===== config.mk =====
export PLATFORM = sky130hd
export DESIGN_NAME = bbf_core
export DESIGN_NICKNAME = d
export VERILOG_FILES = /design/src/verilog/bbf_pkg.sv /design/src/verilog/bbf_core.sv
export VERILOG_INCLUDE_DIRS = /design/src /design/src/verilog
export SDC_FILE = /design/constraint.sdc
export NUM_CORES = 1
export LEC_CHECK = 0
export BUFFER_PORTS_ARGS = -buffer_cell sky130_fd_sc_hd__buf_2
export CORE_MARGIN = 4
export CORE_UTILIZATION = 70
export CTS_BUF_LIST = sky130_fd_sc_hd__clkbuf_8
export DETAILED_ROUTE_END_ITERATION = 7
export GPL_ROUTABILITY_DRIVEN = 0
export PLACE_DENSITY = 0.94
export SLEW_MARGIN = 20
export SYNTH_ARGS = -nofsm -noshare
export SYNTH_HDL_FRONTEND = slang
export SYNTH_SLANG_ARGS = --single-unit

===== constraint.sdc =====
create_clock -name clk -period 9.09 [get_ports clk]
set_clock_uncertainty 0.15 [all_clocks]
set_input_delay 0.909 -clock clk [delete_from_list [all_inputs] [get_ports clk]]
set_output_delay 0.909 -clock clk [all_outputs]
set_load 0.05 [all_outputs]

===== src/verilog/bbf_map.svh =====
// Register indices, field positions and counts of the status and code block.
// Assumes inclusion by bare name from the block's design files.
`ifndef BBF_MAP_SVH
`define BBF_MAP_SVH
`define BBF_IDX_TX_STATUS 8'h3A
`define BBF_IDX_TX_IRQ_EN 8'h3B
`define BBF_IDX_RX_STATUS 8'h38
`define BBF_IDX_RX_IRQ_EN 8'h39
`define BBF_IDX_RX_CTRL 8'h40
`define BBF_IDX_TX_CTRL 8'h41
`define BBF_IDX_RX_VALUE 8'h42
`define BBF_IDX_TX_VALUE 8'h43
`define BBF_IDX_ALIGN_CAP 8'h50
`define BBF_RESET_BYTE 8'h00
`define BBF_TS_DENSITY 3
`define BBF_TS_MULTI 2
`define BBF_TS_RESTORED 1
`define BBF_TS_LOST 0
`define BBF_RS_CLEARED 1
`define BBF_RS_DETECTED 0
`define BBF_RC_RESET 7
`define BBF_RC_CLEAR_HI 5
`define BBF_RC_CLEAR_LO 4
`define BBF_RC_FILT_HI 3
`define BBF_RC_FILT_LO 1
`define BBF_TC_SEND 6
`define BBF_CLK_LOSS_CYCLES 5'h0F
`define BBF_MAX_ZERO_RUN 5'h0F
`define BBF_WIN_MAX 8'hC0
`define BBF_MSG_BITS 5'h10
`define BBF_IDLE_MSG 16'h7E7E
`define BBF_CODE_HEAD 8'hFF
`define BBF_FILT_ONE 3'h0
`define BBF_FILT_THREE 3'h1
`define BBF_FILT_FIVE 3'h2
`define BBF_FILT_SEVEN 3'h3
`define BBF_FILT_7OF10 3'h4
`define BBF_OF10_NEED 4'h7
`endif


===== src/verilog/bbf_pkg.sv =====
// Types shared by the status and code block.
// Assumes the map header supplies every number except the state codes.
package bbf_pkg;
  // Frame boundary strobes from the transmit framer, one clk cycle each
  typedef struct packed {
    logic align_start;
    logic multi_start;
  } bbf_tx_events_type;
  // Receive code qualifier state
  typedef enum logic [1:0] {
    BBF_SEARCH = 2'b01,
    BBF_HELD = 2'b10
  } bbf_rx_state_type;
endpackage

===== src/verilog/bbf_core.sv =====
// Transmit status flags, data link code receive/transmit and E1 align capture.
// Assumes framer strobes on clk; tx_clk and tx_bit arrive from the pin side.
`timescale 1ns/100ps
`default_nettype none
`include "bbf_map.svh"
module bbf_core #(
  parameter int WIN_COUNT = 23
) (
  input wire logic clk, // Master clock
  input wire logic rst_n, // Async reset
  input wire logic [9:0] avs_address, // Byte address
  input wire logic avs_read, // Read request
  input wire logic avs_write, // Write request
  input wire logic [31:0] avs_writedata, // Write data
  output logic [31:0] avs_readdata, // Read data
  output logic avs_waitrequest, // Stall
  input wire logic framer_standard_select, // 0 DS1, 1 E1
  input wire logic tx_clk, // Transmit line clock pin
  input wire logic tx_bit, // Outgoing data bit pin
  input wire bbf_pkg::bbf_tx_events_type tx_events, // Transmit boundaries
  input wire logic rx_dl_bit, // Received data link bit
  input wire logic rx_dl_valid, // Strobe for rx_dl_bit
  output logic tx_dl_bit, // Data link bit to send
  input wire logic tx_dl_req, // Strobe: next bit taken
  input wire logic rx_align_start, // Start of align frame
  input wire logic rx_e1_bit, // Received E1 bit
  input wire logic rx_e1_valid, // Strobe for rx_e1_bit
  output logic irq_out // Interrupt request
);
  logic ack_r;
  logic [31:0] rdata_r;
  logic [7:0] idx;
  logic wr_en;
  logic [3:0] tx_status_r, tx_irq_en_r;
  logic [1:0] rx_status_r, rx_irq_en_r;
  logic [7:0] rx_ctrl_r, rx_value_r, align_cap_r;
  logic send_en_r;
  logic [5:0] tx_value_r;
  logic [3:0] set_tx;
  logic [1:0] set_rx;

  // Bus slave: one wait cycle; read data is latched at the stall edge, writes land one edge later
  assign idx = avs_address[9:2];
  assign avs_waitrequest = (avs_read | avs_write) & ~ack_r;
  assign wr_en = avs_write & ack_r;
  assign avs_readdata = rdata_r;
  always_ff @(posedge clk or negedge rst_n) begin
    if (!rst_n) begin
      ack_r <= 1'b0;
    end else begin
      ack_r <= (avs_read | avs_write) & ~ack_r;
    end
  end

  // Read mux, unmapped words read zero
  always_ff @(posedge clk or negedge rst_n) begin
    if (!rst_n) begin
      rdata_r <= 32'h0;
    end else if (avs_read && !ack_r) begin
      if (idx == `BBF_IDX_TX_STATUS) begin
        rdata_r <= {28'h0, tx_status_r};
      end else if (idx == `BBF_IDX_TX_IRQ_EN) begin
        rdata_r <= {28'h0, tx_irq_en_r};
      end else if (idx == `BBF_IDX_RX_STATUS) begin
        rdata_r <= {30'h0, rx_status_r};
      end else if (idx == `BBF_IDX_RX_IRQ_EN) begin
        rdata_r <= {30'h0, rx_irq_en_r};
      end else if (idx == `BBF_IDX_RX_CTRL) begin
        rdata_r <= {24'h0, rx_ctrl_r};
      end else if (idx == `BBF_IDX_TX_CTRL) begin
        rdata_r <= {25'h0, send_en_r, 6'h0};
      end else if (idx == `BBF_IDX_RX_VALUE) begin
        rdata_r <= {24'h0, rx_value_r};
      end else if (idx == `BBF_IDX_TX_VALUE) begin
        rdata_r <= {26'h0, tx_value_r};
      end else if (idx == `BBF_IDX_ALIGN_CAP) begin
        rdata_r <= {24'h0, align_cap_r};
      end else begin
        rdata_r <= 32'h0;
      end
    end
  end

  // Control registers; unused control bits read back zero
  always_ff @(posedge clk or negedge rst_n) begin
    if (!rst_n) begin
      tx_irq_en_r <= 4'h0;
      rx_irq_en_r <= 2'h0;
      rx_ctrl_r <= `BBF_RESET_BYTE;
      send_en_r <= 1'b0;
      tx_value_r <= 6'h0;
    end else if (wr_en) begin
      if (idx == `BBF_IDX_TX_IRQ_EN) begin
        tx_irq_en_r <= avs_writedata[3:0];
      end else if (idx == `BBF_IDX_RX_IRQ_EN) begin
        rx_irq_en_r <= avs_writedata[1:0];
      end else if (idx == `BBF_IDX_RX_CTRL) begin
        rx_ctrl_r <= avs_writedata[7:0] & 8'hBE;
      end else if (idx == `BBF_IDX_TX_CTRL) begin
        send_en_r <= avs_writedata[`BBF_TC_SEND];
      end else if (idx == `BBF_IDX_TX_VALUE) begin
        tx_value_r <= avs_writedata[5:0];
      end
    end
  end

  // Sticky flags: a set in the clearing cycle wins
  always_ff @(posedge clk or negedge rst_n) begin
    if (!rst_n) begin
      tx_status_r <= 4'h0;
      rx_status_r <= 2'h0;
    end else begin
      if (wr_en && idx == `BBF_IDX_TX_STATUS) begin
        tx_status_r <= (tx_status_r & ~avs_writedata[3:0]) | set_tx;
      end else begin
        tx_status_r <= tx_status_r | set_tx;
      end
      if (wr_en && idx == `BBF_IDX_RX_STATUS) begin
        rx_status_r <= (rx_status_r & ~avs_writedata[1:0]) | set_rx;
      end else begin
        rx_status_r <= rx_status_r | set_rx;
      end
    end
  end
  assign irq_out = |(tx_status_r & tx_irq_en_r) | |(rx_status_r & rx_irq_en_r);

  // Pin synchronisers and link clock edge detect
  logic [1:0] clk_sync_r, bit_sync_r;
  logic clk_prev_r, link_edge, link_rise;
  always_ff @(posedge clk or negedge rst_n) begin
    if (!rst_n) begin
      clk_sync_r <= 2'b00;
      bit_sync_r <= 2'b00;
      clk_prev_r <= 1'b0;
    end else begin
      clk_sync_r <= {clk_sync_r[0], tx_clk};
      bit_sync_r <= {bit_sync_r[0], tx_bit};
      clk_prev_r <= clk_sync_r[1];
    end
  end
  assign link_edge = clk_sync_r[1] ^ clk_prev_r;
  assign link_rise = clk_sync_r[1] & ~clk_prev_r;

  // Clock activity monitor; lost and restored fire once per change
  logic [4:0] idle_cnt_r, act_cnt_r;
  logic lost_r, set_lost, set_restored;
  always_ff @(posedge clk or negedge rst_n) begin
    if (!rst_n) begin
      idle_cnt_r <= 5'h0;
      act_cnt_r <= 5'h0;
      lost_r <= 1'b0;
    end else begin
      // Keeps counting while lost so a lone glitch edge cannot pass for a running clock
      idle_cnt_r <= link_edge ? 5'h0 : (idle_cnt_r == 5'h1F) ? idle_cnt_r : idle_cnt_r + 5'h1;
      if (!lost_r) begin
        act_cnt_r <= 5'h0;
      end else if (idle_cnt_r > 5'h4) begin
        act_cnt_r <= 5'h0; // Gaps longer than a few cycles restart the count
      end else if (!set_restored) begin
        act_cnt_r <= act_cnt_r + 5'h1;
      end
      if (set_lost) begin
        lost_r <= 1'b1;
      end else if (set_restored) begin
        lost_r <= 1'b0;
      end
    end
  end
  assign set_lost = !lost_r && !link_edge && idle_cnt_r == `BBF_CLK_LOSS_CYCLES - 5'h1;
  assign set_restored = lost_r && act_cnt_r == `BBF_CLK_LOSS_CYCLES - 5'h1;

  // Density monitor: zero run and sliding one-count windows of 8*(n+1) bits
  logic [191:0] hist_r;
  logic [7:0] fill_r;
  logic [4:0] zrun_r;
  logic [WIN_COUNT:1] win_bad;
  logic density_bad;
  always_ff @(posedge clk or negedge rst_n) begin
    if (!rst_n) begin
      hist_r <= 192'h0;
      fill_r <= 8'h0;
      zrun_r <= 5'h0;
    end else if (link_rise && !framer_standard_select) begin
      hist_r <= {hist_r[190:0], bit_sync_r[1]};
      fill_r <= (fill_r == `BBF_WIN_MAX) ? fill_r : fill_r + 8'h1;
      zrun_r <= bit_sync_r[1] ? 5'h0 : (zrun_r > `BBF_MAX_ZERO_RUN) ? zrun_r : zrun_r + 5'h1;
    end
  end
  genvar gi;
  generate
    for (gi = 1; gi <= WIN_COUNT; gi++) begin : g_win
      localparam logic [7:0] WLEN = 8'((gi + 1) * 8);
      logic [7:0] ones_r, ones_nxt;
      assign ones_nxt = ones_r + {7'h0, bit_sync_r[1]} - {7'h0, hist_r[WLEN - 1]};
      always_ff @(posedge clk or negedge rst_n) begin
        if (!rst_n) begin
          ones_r <= 8'h0;
        end else if (link_rise && !framer_standard_select) begin
          ones_r <= ones_nxt;
        end
      end
      // Checked only once the window is full of real bits
      assign win_bad[gi] = link_rise && fill_r >= WLEN - 8'h1 && ones_nxt < 8'(gi);
    end
  endgenerate
  assign density_bad = link_rise && !framer_standard_select &&
    ((!bit_sync_r[1] && zrun_r == `BBF_MAX_ZERO_RUN) || |win_bad);

  // Transmit flag sources by mode
  always_comb begin
    set_tx = 4'h0;
    set_tx[`BBF_TS_DENSITY] = framer_standard_select ? tx_events.align_start : density_bad;
    set_tx[`BBF_TS_MULTI] = tx_events.multi_start;
    set_tx[`BBF_TS_RESTORED] = set_restored;
    set_tx[`BBF_TS_LOST] = set_lost;
  end

  // Receive code: reset on rising control bit, fields latched then
  logic code_reset;
  logic [2:0] filt_r;
  logic [1:0] clr_sel_r;
  assign code_reset = wr_en && idx == `BBF_IDX_RX_CTRL &&
    avs_writedata[`BBF_RC_RESET] && !rx_ctrl_r[`BBF_RC_RESET];
  always_ff @(posedge clk or negedge rst_n) begin
    if (!rst_n) begin
      filt_r <= 3'h0;
      clr_sel_r <= 2'h0;
    end else if (code_reset) begin
      filt_r <= avs_writedata[`BBF_RC_FILT_HI:`BBF_RC_FILT_LO];
      clr_sel_r <= avs_writedata[`BBF_RC_CLEAR_HI:`BBF_RC_CLEAR_LO];
    end
  end

  // Message framing on the received link: 11111111 0 d0..d5 0
  logic [15:0] rsh_r;
  logic [15:0] rsh_nxt;
  logic [4:0] gap_r;
  logic msg_match, msg_tick, msg_hit;
  logic [5:0] msg_code, cand_r;
  logic [3:0] run_r;
  logic [9:0] of10_r;
  logic [6:0] clr_cnt_r;
  logic qualified;
  bbf_pkg::bbf_rx_state_type rx_state_r;
  assign rsh_nxt = {rsh_r[14:0], rx_dl_bit};
  assign msg_match = rx_dl_valid && rsh_nxt[15:8] == `BBF_CODE_HEAD && !rsh_nxt[7] && !rsh_nxt[0];
  assign msg_code = {rsh_nxt[1], rsh_nxt[2], rsh_nxt[3], rsh_nxt[4], rsh_nxt[5], rsh_nxt[6]};
  assign msg_tick = msg_match || (rx_dl_valid && gap_r == `BBF_MSG_BITS - 5'h1);
  assign msg_hit = msg_match && msg_code == cand_r;

  // Count of ones in a 10-message history, used by the 7 of 10 filter
  function automatic logic [3:0] pop10(input logic [9:0] v);
    logic [3:0] s;
    s = 4'h0;
    for (int k = 0; k < 10; k++) begin
      s = s + {3'h0, v[k]};
    end
    return s;
  endfunction

  // Filter decision for the message just completed
  always_comb begin
    case (filt_r)
      `BBF_FILT_ONE: qualified = msg_match;
      `BBF_FILT_THREE: qualified = msg_hit && run_r >= 4'h2;
      `BBF_FILT_FIVE: qualified = msg_hit && run_r >= 4'h4;
      `BBF_FILT_SEVEN: qualified = msg_hit && run_r >= 4'h6;
      `BBF_FILT_7OF10: qualified = msg_hit && pop10({of10_r[8:0], 1'b1}) >= `BBF_OF10_NEED;
      default: qualified = 1'b0;
    endcase
  end

  // Framing shift and hit history
  always_ff @(posedge clk or negedge rst_n) begin
    if (!rst_n) begin
      rsh_r <= 16'h0;
      gap_r <= 5'h0;
      cand_r <= 6'h0;
      run_r <= 4'h0;
      of10_r <= 10'h0;
    end else if (code_reset) begin
      rsh_r <= 16'h0;
      gap_r <= 5'h0;
      run_r <= 4'h0;
      of10_r <= 10'h0;
    end else if (rx_dl_valid) begin
      rsh_r <= rsh_nxt;
      gap_r <= msg_tick ? 5'h0 : gap_r + 5'h1;
      if (msg_tick) begin
        of10_r <= {of10_r[8:0], msg_hit};
        if (msg_match && !msg_hit) begin
          cand_r <= msg_code;
          run_r <= 4'h1;
          of10_r <= 10'h001; // A new code counts as its own first occurrence
        end else if (msg_hit) begin
          run_r <= (run_r == 4'hF) ? run_r : run_r + 4'h1;
        end else begin
          run_r <= 4'h0;
        end
      end
    end
  end

  // Held code: cleared after the selected number of bits without it
  always_ff @(posedge clk or negedge rst_n) begin
    if (!rst_n) begin
      rx_state_r <= bbf_pkg::BBF_SEARCH;
      rx_value_r <= `BBF_RESET_BYTE;
      clr_cnt_r <= 7'h0;
    end else if (code_reset) begin
      rx_state_r <= bbf_pkg::BBF_SEARCH;
      clr_cnt_r <= 7'h0;
    end else begin
      case (rx_state_r)
        bbf_pkg::BBF_SEARCH: begin
          if (qualified) begin
            rx_state_r <= bbf_pkg::BBF_HELD;
            rx_value_r <= {2'b00, msg_code};
            clr_cnt_r <= 7'h0;
          end
        end
        bbf_pkg::BBF_HELD: begin
          if (msg_match && msg_code == rx_value_r[5:0]) begin
            clr_cnt_r <= 7'h0;
          end else if (rx_dl_valid) begin
            clr_cnt_r <= clr_cnt_r + 7'h1;
            if (clr_cnt_r == {clr_sel_r, 4'hF} + 7'h10 * 7'(clr_sel_r) - 7'(clr_sel_r) * 7'h10) begin
              rx_state_r <= bbf_pkg::BBF_SEARCH;
            end
          end
        end
        default: rx_state_r <= bbf_pkg::BBF_SEARCH;
      endcase
    end
  end
  always_comb begin
    set_rx = 2'b00;
    set_rx[`BBF_RS_DETECTED] = rx_state_r == bbf_pkg::BBF_SEARCH && qualified && !code_reset;
    set_rx[`BBF_RS_CLEARED] = rx_state_r == bbf_pkg::BBF_HELD && !code_reset && rx_dl_valid &&
      !(msg_match && msg_code == rx_value_r[5:0]) &&
      clr_cnt_r == {clr_sel_r, 4'hF} + 7'h10 * 7'(clr_sel_r) - 7'(clr_sel_r) * 7'h10;
  end

  // Transmit link: code message or idle flags, loaded per message boundary
  logic [15:0] tx_msg_r;
  logic [3:0] tx_pos_r;
  always_ff @(posedge clk or negedge rst_n) begin
    if (!rst_n) begin
      tx_msg_r <= `BBF_IDLE_MSG;
      tx_pos_r <= 4'h0;
      tx_dl_bit <= 1'b0;
    end else if (tx_dl_req) begin
      tx_pos_r <= tx_pos_r + 4'h1;
      if (tx_pos_r == 4'h0) begin
        tx_msg_r <= send_en_r ? {`BBF_CODE_HEAD, 1'b0, tx_value_r[0], tx_value_r[1], tx_value_r[2],
          tx_value_r[3], tx_value_r[4], tx_value_r[5], 1'b0} : `BBF_IDLE_MSG;
        tx_dl_bit <= send_en_r ? 1'b1 : 1'b0;
      end else begin
        tx_dl_bit <= tx_msg_r[4'hF - tx_pos_r];
      end
    end
  end

  // E1 align frame capture: eight bits after start, latched at next start
  logic [7:0] af_sh_r;
  logic [3:0] af_cnt_r;
  always_ff @(posedge clk or negedge rst_n) begin
    if (!rst_n) begin
      af_sh_r <= 8'h0;
      af_cnt_r <= 4'h8;
      align_cap_r <= `BBF_RESET_BYTE;
    end else if (framer_standard_select && rx_align_start) begin
      align_cap_r <= af_sh_r;
      af_cnt_r <= 4'h0;
    end else if (rx_e1_valid && af_cnt_r < 4'h8) begin
      af_sh_r <= {af_sh_r[6:0], rx_e1_bit};
      af_cnt_r <= af_cnt_r + 4'h1;
    end
  end
endmodule
`default_nettype wire


==> flow_summary_export.csv, run 1 <==
group,metric,value,unit
finish,nNetsFinal,3574,
clocking,cts_buffers,84,
logic_synthesis,seq_area_frac_synth,45.3,%
power,p_seq_share,30.2,%
die,core_area,41100,um^2
setup_path,critPathMostFrequentCell,"fa_1",
die,chipHeight,213,um
sta,setup_viol,0,
logic_synthesis,synth_top_cell_by_area,"dfrtp_1",
routing,drc,0,
sta,rsz0062_at_grt,"no",
die,initial_core_util,71.3,%
sta,tightestPinTransition,1.10,ns
die,num_io_pins,92,
die,die-area,45200,um^2
logic_synthesis,post_synth_num_cell_types,84,
power,power.leakage,0.0161,uW
die,dieWidth,213,um
sta,timing.final.crit_share,52.3,%
global_routing,grt_max_degree,228,
logic_synthesis,synth-edff-count,0,
logic_synthesis,synth_top_area_share,44.6,%
sta,min_period,4.75,ns
logic_synthesis,synth.most_common_cell,"nand2_1",
logic_synthesis,async_reset_ff_share,100,%
placement,io_buffer_count,41,
sta,tns,0,ns
placement,place_hpwl,42.6,mm
setup_path,required,9.48,ns
clocking,postCtsSetupRepairBufs,0,
routing,drtIter0Drc,2454,
clocking,insertion_delay,0.67,ns
sta,max_freq,210,MHz
routing,drtAntennaViolNets,0,
power,peakVddDrop,183,uV
routing,wl,69.4,mm
power,power.density,352,nW/um^2
power,combPwrFrac,50.2,%
setup_path,path_cells,"fa_1 -> inv_1 -> fa_1 -> fa_1 -> inv_1 -> ha_1 -> fa_1 -> xor2_1 -> nand3_1 -> a41oi_1 -> a31oi_1 -> o21ai_1 -> and4b_1 -> a211oi_2 -> or2_1 -> o31ai_1",
power,p_sw_share,42.5,%
setup_path,cp_num_buf_inv,2,
logic_synthesis,synth_area_leaders,"dfrtp_1 45%, nand2_1 11%, ha_1 8.9%, o21ai_0 3.7%, inv_1 3.7%",
sta,max_slew_margin,26.4,%
routing,vias,23811,
clocking,postCtsHoldBufs,0,
setup_path,crit_type,"flop to flop",
global_routing,grt.total_usage,31.2,%
clocking,cts_root_buf,"clkbuf_8",
global_routing,grt_antenna_before_repair,1,
logic_synthesis,ys_seq_elements,530,
clocking,clock-sinks,530,
routing,vias_per_cell,6.14,
routing,wl_per_cell,17.9,um
sta,finalWorstSetupSlack,4.34,ns
clocking,cts_buffer_depth,3,
worst_hold_path,hold_path_class,"primary input to async pin",
clocking,cts.repair.resized,0,
logic_synthesis,synth_ff_type,"dfrtp_1",
run,maxCapViolations,0,
logic_synthesis,syn_area_per_cell,9.00,um^2
power,p_int,6390,uW
power,p_sw,4730,uW
power,clock_power_share,19.5,%
setup_path,slowest_stage,"fa_1",
sta,slew_violations,0,
status,outcome,"completed",
clocking,htreeDepth,3,
sta,holdWs,0.180,ns
logic_synthesis,syn_inst,3255,
placement,preCtsSetupSlack,4.43,ns
setup_path,cp.arrival,5.15,ns
global_routing,grt_pass1_vias,24713,
finish,layout-drive-gt1-share,7.50,%
clocking,cts_tree,"yes",
clocking,path_clk_slew,0.06,ns
logic_synthesis,synth_area,29300,um^2
finish,n_fill_cell,2402,
setup_path,crit_family,"adder cells",
setup_path,slowest_delay,0.55,ns
setup_path,start_kind,"flop",
setup_path,cp-end-kind,"flop",
routing,drtPass1Iterations,8,
logic_synthesis,synth_top_cells_by_count,"847 x nand2_1, 522 x dfrtp_1, 290 x inv_1",
logic_synthesis,ys_warn_count,0,
global_routing,grt_first_pass_wirelength,117,mm
global_routing,grt_remaining_overflow,0,
sta,finalHoldViolCount,0,
finish,syn_to_final_growth,7.87,%
die,rows,74,
setup_path,critical_path_peak_fanout,9,
routing by layer:
metal	global-route usage (%)	up-vias	part of all wire (%)
met3	5.40	356	6.6
li1	-	10799	-
met5	0	-	0
met4	16.4	0	5.7
met2	54.1	1120	50
met1	37.4	11536	37
sequential cells by signal, summed over array words and instances (netlist names), 6 cells and up:
| signal | count |
|---|---|
| clr_cnt_r | 7 |
| rsh_r | 15 |
| rx_value_r | 6 |
| rx_ctrl_r | 6 |
| tx_value_r | 6 |
| fill_r | 8 |
| tx_msg_r | 7 |
| of10_r | 9 |
| g_win.ones_r | 184 |
| avs_readdata | 8 |
| cand_r | 6 |
| hist_r | 192 |
| af_sh_r | 8 |
| align_cap_r | 8 |
layout by cell type (no fill, tap or decap), drive strengths merged, types with 19 or more instances in the layout:
master    n
o21ai   270
nand2b   28
fa       28
a21o     38
nand2   847
nand4    23
mux2     44
nor2b    19
nor2    139
xnor2   108
ha      208
conb     24
nor3     42
inv     317
clkbuf  112
a211oi   19
and3     22
xor2     88
a21oi    99
buf      54
nand3    39
mux2i    30
dfrtp   522
metrics by stage:
stage | total power (uW) | utilization [%] | instance area [um^2] | cells
3_3_place_gp | 8090 | 72.5 | 29800 | 3727
2_1_floorplan | 7460 | - | 29400 | 3278
3_5_place_dp | 8620 | 72.5 | 29800 | 3727
5_1_grt | 11900 | 76.9 | 31600 | 3880
4_1_cts | 11000 | 76.8 | 31600 | 3879
6_report | 11100 | 76.9 | 31600 | 3881
cell type report:
type,instances,area (um^2),share of cell area (%)
tap,532,666,2.11
multi-input combinational,2321,14400,45.7
timing repair buffer,54,342,1.08
antenna,2,5.00,0.0158
clock inverter,40,256,0.812
inverter,290,1090,3.44
clock buffer,112,1540,4.88
sequential,530,13300,42.0
cells by family (layout without fill, tap and decap cells):
group	after synthesis	after routing	share of synthesized area [%]
adders and majority gates	236	236	10.8
AOI/OAI and AO/OA	569	569	11.7
DFF	530	530	45.3
buffers and inverters	427	496	5.82
and+or+nand+nor	1218	1218	17.5
other	1	26	0.0128
xor gates and xnor gates	200	200	6.17
muxes	74	74	2.72
final timing paths:
path,end,cells past startpoint,startpoint,slack [ns]
max,clr_cnt_r[6]$_DFFE_PN0P_,16,of10_r[4]$_DFFE_PN0P_,4.34
min,of10_r[8]$_DFFE_PN0P_,1,rst_n,0.18
max reg2reg,clr_cnt_r[6]$_DFFE_PN0P_,16,of10_r[4]$_DFFE_PN0P_,4.34
min reg2reg,bit_sync_r[1]$_DFF_PN0_,0,bit_sync_r[0]$_DFF_PN0_,0.20
max in group asynchronous,hist_r[50]$_DFFE_PN0P_,3,rst_n,6.49
min in group clk,bit_sync_r[1]$_DFF_PN0_,0,bit_sync_r[0]$_DFF_PN0_,0.20
power groups by stage:
stage                     sequential, uW  combinational, uW  clock, uW
after floorplan                     3240               4220          0
after global placement              3320               4770          0
after detailed placement            3370               5250          0
after CTS                           3350               5470       2190
after global routing                3420               6180       2290
final                               3360               5590       2170
Note: power is estimated with default switching activity, not from simulation.
==> run 2: changes to the inputs <==
CORE_UTILIZATION = 59   (was 70)
PLACE_DENSITY = 0.85   (was 0.94)
clock period = 4.1 ns   (was 9.09 ns; I/O delays follow)
==> flow_summary_export.csv, run 2 (synthesis results as in run 1) <==
group,metric,value,unit
power,p_sw_share,40.3,%
sta,max_slew_margin,36.2,%
sta,tightestPinTransition,0.957,ns
clocking,cts_buffers,88,
sta,tns,-1.20,ns
placement,io_buffer_count,41,
setup_path,crit_type,"flop to flop",
sta,max_freq,236,MHz
finish,layout-drive-gt1-share,8.26,%
clocking,insertion_delay,0.68,ns
clocking,cts_tree,"yes",
routing,drc,0,
finish,top_regs,"hist_r x192, g_win.ones_r x184, rsh_r x15",
power,power.leakage,0.0164,uW
worst_hold_path,hp-start,"rx_e1_valid",
setup_path,cp.arrival,4.67,ns
sta,finalHoldViolCount,0,
sta,rsz0062_at_grt,"yes",
die,num_io_pins,92,
die,initial_core_util,59.7,%
setup_path,cp-end-kind,"flop",
power,p_int,14300,uW
setup_path,critPathMostFrequentCell,"fa_1",
sta,holdWs,0.138,ns
die,chipHeight,231,um
setup_path,slowest_delay,0.55,ns
clocking,path_clk_slew,0.06,ns
setup_path,reg2reg_from,"of10_r[4]$_DFFE_PN0P_",
routing,vias_per_cell,5.46,
setup_path,required,4.53,ns
die,core_area,49100,um^2
routing,drtAntennaViolNets,0,
power,p_sw,9640,uW
die,die-area,53300,um^2
clocking,cts_buffer_depth,3,
global_routing,grt_antenna_before_repair,1,
placement,postPlaceCellArea,30200,um^2
global_routing,grt_first_pass_wirelength,103,mm
die,dieWidth,231,um
sta,slew_violations,0,
finish,largest_register_ffs,192,
clocking,clock-sinks,530,
power,combPwrFrac,49.2,%
power,clock_power_share,19.9,%
global_routing,grt.total_usage,22.6,%
routing,drtIter0Drc,1566,
setup_path,slowest_stage,"fa_1",
global_routing,grt_remaining_overflow,0,
finish,final_cells,4065,
clocking,htreeDepth,3,
worst_hold_path,hold_path_class,"primary input to flop",
setup_path,critical_path_peak_fanout,6,
routing,drtPass1Iterations,7,
global_routing,grt_pass1_vias,22150,
power,power.density,738,nW/um^2
finish,syn_to_final_growth,10.5,%
power,power,23900,uW
routing,vias,22211,
routing,wl_per_cell,14.7,um
setup_path,path_cells,"fa_1 -> inv_1 -> fa_1 -> fa_1 -> inv_2 -> ha_4 -> fa_2 -> xor2_1 -> nand3_2 -> a41oi_2 -> a31oi_1 -> o21ai_1 -> and4b_2 -> a211oi_4 -> or2_4 -> o31ai_2",
die,rows,81,
power,peakVddDrop,357,uV
setup_path,start_kind,"flop",
sta,setup_viol,13,
placement,place_hpwl,39.3,mm
setup_path,cp_num_buf_inv,2,
placement,dp_cells,3876,
finish,stdcell_area,32400,um^2
power,p_seq_share,30.9,%
finish,nNetsFinal,3623,
sta,min_period,4.24,ns
sta,timing.final.crit_share,103,%
status,violations,"setup timing",
setup_path,crit_start,"of10_r[4]$_DFFE_PN0P_",
status,outcome,"finished with violations",
sta,finalWorstSetupSlack,-0.142,ns
finish,regMostFlops,"hist_r",
finish,final_common_cell,"nand2_1",
global_routing,grt_max_degree,175,
finish,layout_common_cells,"845 x nand2_1, 522 x dfrtp_1, 325 x inv_1",
setup_path,crit_family,"adder cells",
run,maxCapViolations,0,
clocking,cts_root_buf,"clkbuf_8",
routing,wl,59.8,mm
## run 2: cell types whose count changed in the layout (fill, tap and decap cells not counted), moves of 3 or more
cell           previous run  this run
dlygate4sd3_1             0        25
buf_4                    10        21
inv_1                   315       325
buf_12                    2        10
clkinv_2                  8         5
## run 2: metal layers
layer  track usage, %  vias up  part of all wire [%]
li1                 -    10896                     -
met1             30.5    10652                    45
met5                0        -                     0
met4             8.01        0                   3.2
met2             37.2      495                    48
met3             4.00      168                   4.5
## run 2: power by group through the flow
stage	clock network (uW)	registers, uW	logic [uW]
2_1_floorplan	0	7180	9370
3_3_place_gp	0	7390	10900
3_5_place_dp	0	7430	11400
4_1_cts	4870	7370	11600
5_1_grt	5140	7540	13300
6_report	4770	7390	11800
## run 2: timing repair
action / in CTS / in global routing
setup buffers: 3 / 1
endpoints found under the setup margin: 14 / 16
resized for setup: 9 / 10
endpoints found under the hold margin: 107 / 0
hold buffers: 25 / 0
pin swaps: 3 / 4
## run 2: area by class of cell
cell class | count | area (um^2)
Fill cell | 3729 | 16700
Multi-Input combinational cell | 2321 | 14500
Sequential cell | 530 | 13300
Clock buffer | 111 | 1530
Inverter | 290 | 1090
Timing Repair Buffer | 99 | 846
Tap cell | 664 | 831
Clock inverter | 49 | 300
Antenna cell | 1 | 2.50
## run 2: path summary, 6_finish.rpt
kind / to / cells past startpoint / slack (ns)
worst max-delay path: clr_cnt_r[6]$_DFFE_PN0P_ / 16 / -0.14
worst min-delay path: af_cnt_r[1]$_DFFE_PN0P_ / 4 / 0.14
worst max register to register: clr_cnt_r[6]$_DFFE_PN0P_ / 16 / -0.14
worst min register to register: bit_sync_r[1]$_DFF_PN0_ / 0 / 0.20
max in group asynchronous: hist_r[159]$_DFFE_PN0P_ / 3 / 2.68
min in group asynchronous: hist_r[187]$_DFFE_PN0P_ / 2 / 0.15
## run 2: worst reg2reg max path, cell delays in order (launching register included)
cell and delay, ns:
dfrtp_1 0.39, fa_1 0.55, inv_1 0.05, fa_1 0.45, fa_1 0.51, inv_2 0.05, ha_4 0.16, fa_2 0.33
xor2_1 0.17, nand3_2 0.09, a41oi_2 0.15, a31oi_1 0.11, o21ai_1 0.15, and4b_2 0.30, a211oi_4 0.05, or2_4 0.29
o31ai_2 0.21
## run 2: stage by stage
step | worst slack [ns] | util, %
3_3_place_gp | -0.149 | 61.5
3_5_place_dp | -0.247 | 61.5
6_report | -0.142 | 66.0
5_1_grt | -0.359 | 66.0
2_1_floorplan | 0.00364 | -
4_1_cts | -0.161 | 65.9
